`src/core/lfs_regs.svh`:
```
`ifndef LFS_REGS_SVH
`define LFS_REGS_SVH

// Register indices; byte address is four times the index
`define LFS_ANA_IDX        14'h0422
`define LFS_LINK_IDX       14'h0423
`define LFS_IRQ_STAT_IDX   14'h0430
`define LFS_IRQ_EN_IDX     14'h0431
`define LFS_IRQ_CLR_IDX    14'h0432

// Analog fault status fields
`define LFS_ANA_SELFTEST_BIT   0
`define LFS_ANA_BALANCE_BIT    1

// Link fault status fields
`define LFS_LINK_FRAMING_BIT   0
`define LFS_LINK_CHECKSUM_BIT  1
`define LFS_LINK_SAT_BIT       2
`define LFS_LINK_TIMEOUT_BIT   3
`define LFS_LINK_RPLEN_BIT     4
`define LFS_LINK_TALLY_LSB     8
`define LFS_LINK_TALLY_MSB     15

// Interrupt status, enable and clear layout
`define LFS_IRQ_FRAMING_BIT    0
`define LFS_IRQ_CHECKSUM_BIT   1
`define LFS_IRQ_SAT_BIT        2
`define LFS_IRQ_TIMEOUT_BIT    3
`define LFS_IRQ_RPLEN_BIT      4
`define LFS_IRQ_BALANCE_BIT    5
`define LFS_IRQ_SELFTEST_BIT   6

// Reset values and limits
`define LFS_TALLY_RESET    8'h00
`define LFS_TALLY_MAX      8'hFF
`define LFS_TALLY_NEAR     8'hFE
`define LFS_FLAGS_RESET    7'h00

`endif

```
`src/core/lfs_pkg.sv`:
```
package lfs_pkg;

	// Fault events for one clock cycle
	typedef struct packed {
		logic selftest;
		logic balance;
		logic rplen;
		logic timeout;
		logic checksum;
		logic framing;
	} lfs_evt_s;

	// Sticky link flags
	typedef struct packed {
		logic rplen;
		logic timeout;
		logic saturated;
		logic checksum;
		logic framing;
	} lfs_link_flags_s;

	typedef logic [6:0] lfs_irq_t;

endpackage : lfs_pkg

```
`src/core/lfs_top.sv`:
```
// The Wishbone slave port was chosen for this implementation.
`timescale 1ns/100ps
// What this block does
// - Sticky balance fault, cleared by writing one
// - Sticky self-test fail flag, write-one clear, resets zero
// - Reserved bits read zero, ignore writes
// - Tally bits 15:8 counts frames with a framing or checksum error, one per frame
// - Tally saturates at 255, never wraps
// - Nonzero tally write clears; zero write ignored
// - Sticky reply length fault in bit 4
// - Sticky link timeout flag in bit 3
// - Sticky saturation flag when tally reaches max
// - Sticky checksum fault flag in bit 1
// - Sticky framing fault flag in bit 0
// - Tally and link flags zero after reset
`include "lfs_regs.svh"

module lfs_top
	import lfs_pkg::*;
(
	input  wire logic        clk,
	input  wire logic        rst_n,
	input  wire logic        wb_cyc_i,
	input  wire logic        wb_stb_i,
	input  wire logic        wb_we_i,
	input  wire logic [15:0] wb_adr_i,
	input  wire logic [3:0]  wb_sel_i,
	input  wire logic [31:0] wb_dat_i,
	output logic      [31:0] wb_dat_o,
	output logic             wb_ack_o,
	input  wire logic        link_clk,
	input  wire logic        link_framing_err,
	input  wire logic        link_checksum_err,
	input  wire logic        link_rplen_err,
	input  wire logic        link_timeout_err,
	input  wire logic        balance_fault_evt,
	input  wire logic        selftest_fail_evt,
	output logic             irq
);

	localparam int SYNC_W = 5;

	////////////////////////////////////////////////////////////////////////////////
	// Link pin synchronisers and edge finding

	logic [SYNC_W-1:0] sync1_q;
	logic [SYNC_W-1:0] sync2_q;
	logic [SYNC_W-1:0] pins;
	logic              link_clk_prev_q;
	logic              link_rise;

	assign pins = {link_timeout_err, link_rplen_err, link_checksum_err, link_framing_err, link_clk};

	for (genvar i = 0; i < SYNC_W; i++) begin : g_sync
		always_ff @(posedge clk or negedge rst_n) begin
			if (!rst_n) begin
				sync1_q[i] <= 1'b0;
				sync2_q[i] <= 1'b0;
			end else begin
				sync1_q[i] <= pins[i];
				sync2_q[i] <= sync1_q[i];
			end
		end
	end

	always_ff @(posedge clk or negedge rst_n) begin
		if (!rst_n) begin
			link_clk_prev_q <= 1'b0;
		end else begin
			link_clk_prev_q <= sync2_q[0];
		end
	end

	// Error lines are sampled at the link clock rising edge; they share the same sync delay
	assign link_rise = sync2_q[0] & ~link_clk_prev_q;

	lfs_evt_s evt;
	always_comb begin
		evt          = '0;
		evt.framing  = link_rise & sync2_q[1];
		evt.checksum = link_rise & sync2_q[2];
		evt.rplen    = link_rise & sync2_q[3];
		evt.timeout  = link_rise & sync2_q[4];
		evt.balance  = balance_fault_evt;
		evt.selftest = selftest_fail_evt;
	end

	////////////////////////////////////////////////////////////////////////////////
	// Wishbone slave: ack one cycle after the request, write lands on the ack edge

	logic ack_q;
	logic req;
	logic wr_fire;
	logic hit_ana;
	logic hit_link;
	logic hit_stat;
	logic hit_en;
	logic hit_clr;

	assign req      = wb_cyc_i & wb_stb_i;
	assign wr_fire  = req & wb_we_i & ack_q;
	assign hit_ana  = wb_adr_i[15:2] == `LFS_ANA_IDX;
	assign hit_link = wb_adr_i[15:2] == `LFS_LINK_IDX;
	assign hit_stat = wb_adr_i[15:2] == `LFS_IRQ_STAT_IDX;
	assign hit_en   = wb_adr_i[15:2] == `LFS_IRQ_EN_IDX;
	assign hit_clr  = wb_adr_i[15:2] == `LFS_IRQ_CLR_IDX;

	always_ff @(posedge clk or negedge rst_n) begin
		if (!rst_n) begin
			ack_q <= 1'b0;
		end else begin
			ack_q <= req & ~ack_q;
		end
	end

	assign wb_ack_o = ack_q;

	// Write-one-clear masks, honouring byte lanes
	logic [7:0] lo_w1c;
	logic       tally_wr_clear;
	assign lo_w1c         = (wr_fire && wb_sel_i[0]) ? wb_dat_i[7:0] : 8'h00;
	assign tally_wr_clear = wr_fire & hit_link & wb_sel_i[1] & (wb_dat_i[15:8] != 8'h00);

	////////////////////////////////////////////////////////////////////////////////
	// Analog fault flags

	logic balance_fault_flag_q;
	logic monitor_selftest_fail_flag_q;

	always_ff @(posedge clk or negedge rst_n) begin
		if (!rst_n) begin
			balance_fault_flag_q <= 1'b0;
		end else if (evt.balance) begin
			balance_fault_flag_q <= 1'b1;
		end else if (hit_ana && lo_w1c[`LFS_ANA_BALANCE_BIT]) begin
			balance_fault_flag_q <= 1'b0;
		end
	end

	always_ff @(posedge clk or negedge rst_n) begin
		if (!rst_n) begin
			monitor_selftest_fail_flag_q <= 1'b0;
		end else if (evt.selftest) begin
			monitor_selftest_fail_flag_q <= 1'b1;
		end else if (hit_ana && lo_w1c[`LFS_ANA_SELFTEST_BIT]) begin
			monitor_selftest_fail_flag_q <= 1'b0;
		end
	end

	////////////////////////////////////////////////////////////////////////////////
	// Error tally and link flags

	logic [7:0]      link_error_tally_q;
	logic            tally_inc;
	logic            tally_hit_max;
	lfs_link_flags_s link_flags_q;
	lfs_link_flags_s link_set;
	lfs_link_flags_s link_clr;

	assign tally_inc     = evt.framing | evt.checksum;
	assign tally_hit_max = tally_inc & ((tally_wr_clear ? `LFS_TALLY_RESET : link_error_tally_q) == `LFS_TALLY_NEAR);

	always_ff @(posedge clk or negedge rst_n) begin
		if (!rst_n) begin
			link_error_tally_q <= `LFS_TALLY_RESET;
		end else if (tally_wr_clear) begin
			link_error_tally_q <= tally_inc ? 8'h01 : `LFS_TALLY_RESET;
		end else if (tally_inc && link_error_tally_q != `LFS_TALLY_MAX) begin
			link_error_tally_q <= link_error_tally_q + 8'h01;
		end
	end

	always_comb begin
		link_set           = '0;
		link_set.framing   = evt.framing;
		link_set.checksum  = evt.checksum;
		link_set.saturated = tally_hit_max;
		link_set.timeout   = evt.timeout;
		link_set.rplen     = evt.rplen;
		link_clr           = hit_link ? lfs_link_flags_s'(lo_w1c[4:0]) : '0;
	end

	always_ff @(posedge clk or negedge rst_n) begin
		if (!rst_n) begin
			link_flags_q <= lfs_link_flags_s'(5'h00);
		end else begin
			link_flags_q <= link_set | (link_flags_q & ~link_clr);
		end
	end

	////////////////////////////////////////////////////////////////////////////////
	// Interrupt status, enable, clear

	lfs_irq_t irq_stat_q;
	lfs_irq_t irq_en_q;
	lfs_irq_t irq_src;
	lfs_irq_t irq_clr;
	logic     irq_q;

	assign irq_src = {evt.selftest, evt.balance, evt.rplen, evt.timeout, tally_hit_max, evt.checksum, evt.framing};
	assign irq_clr = hit_clr ? lo_w1c[6:0] : `LFS_FLAGS_RESET;

	always_ff @(posedge clk or negedge rst_n) begin
		if (!rst_n) begin
			irq_stat_q <= `LFS_FLAGS_RESET;
		end else begin
			irq_stat_q <= irq_src | (irq_stat_q & ~irq_clr);
		end
	end

	always_ff @(posedge clk or negedge rst_n) begin
		if (!rst_n) begin
			irq_en_q <= `LFS_FLAGS_RESET;
		end else if (wr_fire && hit_en && wb_sel_i[0]) begin
			irq_en_q <= wb_dat_i[6:0];
		end
	end

	// Registered, so it follows the status by one cycle
	always_ff @(posedge clk or negedge rst_n) begin
		if (!rst_n) begin
			irq_q <= 1'b0;
		end else begin
			irq_q <= |(irq_stat_q & irq_en_q);
		end
	end

	assign irq = irq_q;

	////////////////////////////////////////////////////////////////////////////////
	// Read data, captured in the request cycle

	logic [31:0] rd_d;
	logic [31:0] rd_q;

	always_comb begin
		rd_d = 32'h0000_0000;
		if (hit_ana) begin
			rd_d[`LFS_ANA_BALANCE_BIT]  = balance_fault_flag_q;
			rd_d[`LFS_ANA_SELFTEST_BIT] = monitor_selftest_fail_flag_q;
		end else if (hit_link) begin
			rd_d[`LFS_LINK_TALLY_MSB:`LFS_LINK_TALLY_LSB] = link_error_tally_q;
			rd_d[4:0] = link_flags_q;
		end else if (hit_stat) begin
			rd_d[6:0] = irq_stat_q;
		end else if (hit_en) begin
			rd_d[6:0] = irq_en_q;
		end
	end

	always_ff @(posedge clk or negedge rst_n) begin
		if (!rst_n) begin
			rd_q <= 32'h0000_0000;
		end else if (req && !ack_q && !wb_we_i) begin
			rd_q <= rd_d;
		end
	end

	assign wb_dat_o = rd_q;
endmodule : lfs_top

```
`config.mk`:
```
export PLATFORM = sky130hd
export DESIGN_NAME = lfs_top
export DESIGN_NICKNAME = d
export VERILOG_FILES = /design/src/core/lfs_pkg.sv /design/src/core/lfs_top.sv
export VERILOG_INCLUDE_DIRS = /design/src /design/src/core
export SDC_FILE = /design/constraint.sdc
export NUM_CORES = 1
export LEC_CHECK = 0
export BUFFER_PORTS_ARGS = -buffer_cell sky130_fd_sc_hd__buf_2
export CAP_MARGIN = 5
export CORE_ASPECT_RATIO = 0.5
export CORE_MARGIN = 2
export CORE_UTILIZATION = 53
export CTS_CLUSTER_DIAMETER = 40
export DETAILED_ROUTE_END_ITERATION = 8
export GPL_ROUTABILITY_DRIVEN = 0
export GPL_TIMING_DRIVEN = 1
export PLACE_DENSITY_LB_ADDON = 0.3
export REMOVE_ABC_BUFFERS = 1
export SKIP_CTS_REPAIR_TIMING = 1
export SYNTH_ARGS = -nofsm -noshare
export SYNTH_HDL_FRONTEND = slang
export SYNTH_SLANG_ARGS = --single-unit
```
`constraint.sdc`:
```
create_clock -name clk -period 2.95 [get_ports clk]
set_input_delay 0.4425 -clock clk [delete_from_list [all_inputs] [get_ports clk]]
set_output_delay 0.4425 -clock clk [all_outputs]
set_load 0.005 [all_outputs]
```
After elaboration in Yosys (flattened, before gate mapping):

Cells that the tools add are included.

* output and inout port bits: 34
* register bits: 57
* input port bits: 64

* reduce and logical (&&, ||, !) cells: 15
* $add $sub $neg: 1
* equal/unequal tests: 7
* mux-type cells: 19
* bitwise operators: 23

Operators with widths (count)
* 14-bit by 11-bit equality test with 1-bit output, second input constant: 5
* 8-bit 2-to-1 mux: 5
* 7-bit 2-to-1 mux: 4
* 5-bit 2-to-1 mux: 3
* 7-bit AND: 2
* 1-bit AND: 13
* 8-bit by 1-bit adder with 8-bit output, second input constant: 1
* 8-bit equality test, second input constant: 1
* 1-bit logical AND: 8
* 8-bit inequality test, second input constant: 1
* 8-bit nonzero test: 1
* 7-bit NOT: 1
* 7-bit OR: 1
* 7-bit OR reduction: 1
* 2-bit nonzero test: 3
* 5-bit AND: 1
* 1-bit 2-to-1 mux: 5
* 5-bit NOT: 1
* 5-bit OR: 1
* 2-bit 2-to-1 mux: 2
* 1-bit logical NOT: 2
* 1-bit NOT: 2
* 1-bit OR: 1

Depth between registers and ports, before layout:

* depth after elaboration: 10
* depth in mapped cells: 6
* depth with buffers taken out: 5

Least setup slack after synthesis:

No wires, ideal clock.

* path type: in2reg
* start: in wb_adr_i[9]
* end: reg link_flags_q[0] (netlist name)
* path slack: 871 ps
* arrival: 1958 ps
* buffers on the path: 1
* stages on the path: 6
* path through: or4_4 or3_1 buf_6 nor3_4 nand2_1 a22o_1

* word-level cells in the longest chain between the ends: 5

RTL lines
* from (decl): line lfs_top.sv:26 `input wire logic [15:0] wb_adr_i,`
* 14-bit by 11-bit equality test with 1-bit output (no source line)
* 5-bit 2-to-1 mux: line lfs_top.sv:180 `link_clr = hit_link ? lfs_link_flags_s'(lo_w1c[4:0]) : '0;`
* 5-bit NOT: line lfs_top.sv:187 `link_flags_q <= link_set | (link_flags_q & ~link_clr);`
* 5-bit AND: line lfs_top.sv:187
* 5-bit OR: line lfs_top.sv:187
* to (signal assigned): line lfs_top.sv:185 `link_flags_q <= lfs_link_flags_s'(5'h00);`
* to (signal assigned): line lfs_top.sv:187
* to (decl): line lfs_top.sv:156 `lfs_link_flags_s link_flags_q;`

No other way between the ends.
A chain may end at the register's enable or synchronous reset.

Worst setup path in the final report:

* start: in wb_adr_i[9]
* end: reg link_flags_q[1] (netlist name)

The elaborated chain is that of the path after synthesis.

==> qor.csv <==
metric,value,unit
result_of_the_run,"finished, final reports clean",
nNetsFinal,373,
numCtsBuffers,9,
rel_slew_slack,27.83,%
antenna_violating_nets_post_route,0,
die_width,103.8,microns
ys_top_cells_by_count,"sky130_fd_sc_hd__dfrtp_1, sky130_fd_sc_hd__nand2_1, sky130_fd_sc_hd__nand3_1",
final-hold-violation-count,0,
timing.critical_path.to_type,register,
worst_setup_path_start_kind,input port,
period_needed,2.037,ns
place.detailed.hpwl,4007,microns
grt.overflow.total,0,
finalCritPeriodShare,69.04,%
mappedNetlistArea,2638,sq um
layout_setup_ws,0.9132,ns
synthDominantCellAreaShare,54.08,%
h-tree-depth,3,
synth_edf_count,0,
vias,2045,
ctsLongestPathBuffers,2,
area_growth_syn_to_layout,17.22,%
timing_max_transition_violations_final,0,
cp_top_family,simple AND/OR/NAND/NOR gates,
antennaDiodeCount,0,
worst-path-max-fanout,6,
drive_above_1_share,26.45,%
yosysUniqueCellTypes,47,
routed_wl,5709,microns
post-synth-top-area-cell,sky130_fd_sc_hd__dfrtp_1,
irDropWorstVdd,0.0003165,V
core_region_area,4865,sq um
grt_usage,22.75,%
cpMaxStageDelayCell,sky130_fd_sc_hd__or4_4,
cp_data_required_time,3.17,ns
maxCapViolCount,0,
yosys_warnings,0,
dp.cells,367,
cellPowerDensity,557.7,nW/um^2
portBuffers,59,
synth-async-reset-ratio,100.0,%
critical_path.max_stage_delay,0.54,ns
numClockSinks,57,
grt_setup_unrepaired,false,
detailedRoute.firstIterationViolations,90,
rows,18,
antenna_violations_before_repair,0,
grt_pass1_wl,9397,microns
worst_ep_arrival_time,2.25,ns
critPathKind,input port to register,
netlist_instances,243,
placed_area,2942,sq um
cts_root_buffer,sky130_fd_sc_hd__clkbuf_8,
worst_pin_slew,1.082,ns
i_o_pins,98,
holdCritPathClass,input port to register,
design_area,3092,sq um
clock-skew-final,0.007732,ns
viasPerCell,5.382,
worst-path-buf-inv,1,
via_count_of_the_first_global_routing_pass,1987,
path_cells,"buf_2, or4_4, or3_1, nor3_4, nand2_1, a22o_1",
cellLeakagePower,1.527,nW
post_synth_main_area_contributors,"sky130_fd_sc_hd__dfrtp_1, sky130_fd_sc_hd__nand2_1, sky130_fd_sc_hd__buf_4",
synth_seq_area_share,54.08,%
drc,0,
tritoncts_clock_tree,built,
die_area,5591,sq um
setup_violations,0,
avgRoutedWirePerCell,15.02,microns
clk_pin_slew_worst_paths,0.06,ns
postSynthAreaPerCell,10.85,sq um
grt_start_max_net_pins,51,
dr.pass1.iters,4,
timing.fmax,491.0,MHz
initial_utilization,54.22,%
dp_slack,0.5776,ns
clock_latency,0.34,ns
postSynthRegisterBits,57,
final_cells,380,
synth.most_common_cell,sky130_fd_sc_hd__dfrtp_1,
chipHeight,53.88,microns
finalSetupTns,0,ns
synth_ff_type,sky130_fd_sc_hd__dfrtp_1,
==> cells by family (layout without fill, tap and decap cells) <==
logic type / after synthesis / count (layout) / synth area share [%]
other cells: 1 / 17 / 0.1422
mux: 17 / 17 / 6.879
buf+inv: 28 / 79 / 6.831
flops: 57 / 57 / 54.08
compound gates: 32 / 32 / 9.203
fa+ha+maj: 1 / 1 / 0.4743
xor+xnor: 5 / 5 / 1.661
simple gates: 102 / 102 / 20.73
==> placed cells by master (no fill, tap or decap), types with 2 or more instances in the layout <==
cell	count
sky130_fd_sc_hd__a21o_1	4
sky130_fd_sc_hd__a21oi_1	2
sky130_fd_sc_hd__a22o_1	8
sky130_fd_sc_hd__a22oi_1	4
sky130_fd_sc_hd__and4_1	3
sky130_fd_sc_hd__buf_2	59
sky130_fd_sc_hd__buf_4	4
sky130_fd_sc_hd__clkbuf_1	2
sky130_fd_sc_hd__clkbuf_8	10
sky130_fd_sc_hd__conb_1	17
sky130_fd_sc_hd__dfrtp_1	57
sky130_fd_sc_hd__inv_1	3
sky130_fd_sc_hd__mux2_1	8
sky130_fd_sc_hd__mux2i_1	8
sky130_fd_sc_hd__nand2_1	39
sky130_fd_sc_hd__nand3_1	24
sky130_fd_sc_hd__nand4_1	2
sky130_fd_sc_hd__nor2_1	8
sky130_fd_sc_hd__nor2_2	3
sky130_fd_sc_hd__nor2b_1	2
sky130_fd_sc_hd__nor3_1	4
sky130_fd_sc_hd__nor3b_1	3
sky130_fd_sc_hd__nor4_1	2
sky130_fd_sc_hd__o211ai_1	3
sky130_fd_sc_hd__o21ai_1	2
sky130_fd_sc_hd__o2bb2ai_1	2
sky130_fd_sc_hd__o31ai_1	2
sky130_fd_sc_hd__or3_1	2
sky130_fd_sc_hd__xnor2_1	3
sky130_fd_sc_hd__xor2_1	2
==> layout make-up <==
class	count	area, sq um
Clock buffer	12	145.1
Clock inverter	1	5.005
Fill cell	421	1773
Inverter	3	11.26
Multi-Input combinational cell	174	1091
Sequential cell	57	1426
Tap cell	70	87.58
Timing Repair Buffer	63	325.3
==> registers in the layout, indices dropped and copies added (netlist names) <==
register,cells
monitor_selftest_fail_flag_q,1
irq_stat_q,7
wb_dat_o,15
sync1_q,5
link_error_tally_q,8
irq,1
link_clk_prev_q,1
link_flags_q,5
irq_en_q,7
sync2_q,5
wb_ack_o,1
balance_fault_flag_q,1
==> worst paths after layout <==
| check | to | start | depth (start not counted) | slack [ns] |
|---|---|---|---|---|
| worst max-delay path | link_flags_q[1] | wb_adr_i[9] | 6 | 0.91 |
| worst min-delay path | sync1_q[4] | link_timeout_err | 1 | 0.21 |
| worst max register to register | irq_en_q[2] | wb_ack_o | 4 | 1.28 |
| worst min register to register | sync2_q[2] | sync1_q[2] | 0 | 0.35 |
| max in group asynchronous | irq_en_q[3] | rst_n | 2 | 1.91 |
| min in group asynchronous | balance_fault_flag_q | rst_n | 1 | 0.31 |
==> report_power, final <==
group          internal [mW]  switching [mW]
Combinational         0.0983           0.120
Clock                  0.312           0.279
Sequential             0.843          0.0711
==> per-layer routing <==
layer / track usage [%] / share of wire (%) / up-vias
li1: - / - / 963
met1: 26.35 / 43 / 996
met2: 39.29 / 48 / 78
met3: 9.564 / 7.4 / 8
met4: 8.784 / 1.4 / 0
met5: 0 / 0 / -
==> through the flow <==
step / hold WS (ns) / total power, mW / utilization (%)
5_1_grt: 0.1950 / 1.815 / 63.55
4_1_cts: 0.1950 / 1.740 / 63.55
2_1_floorplan: 0.1469 / 1.049 / -
6_report: 0.2110 / 1.724 / 63.55
3_5_place_dp: 0.3347 / 1.144 / 60.47
3_3_place_gp: 0.3328 / 1.132 / 60.47
Note: power is estimated with default switching activity, not from simulation.
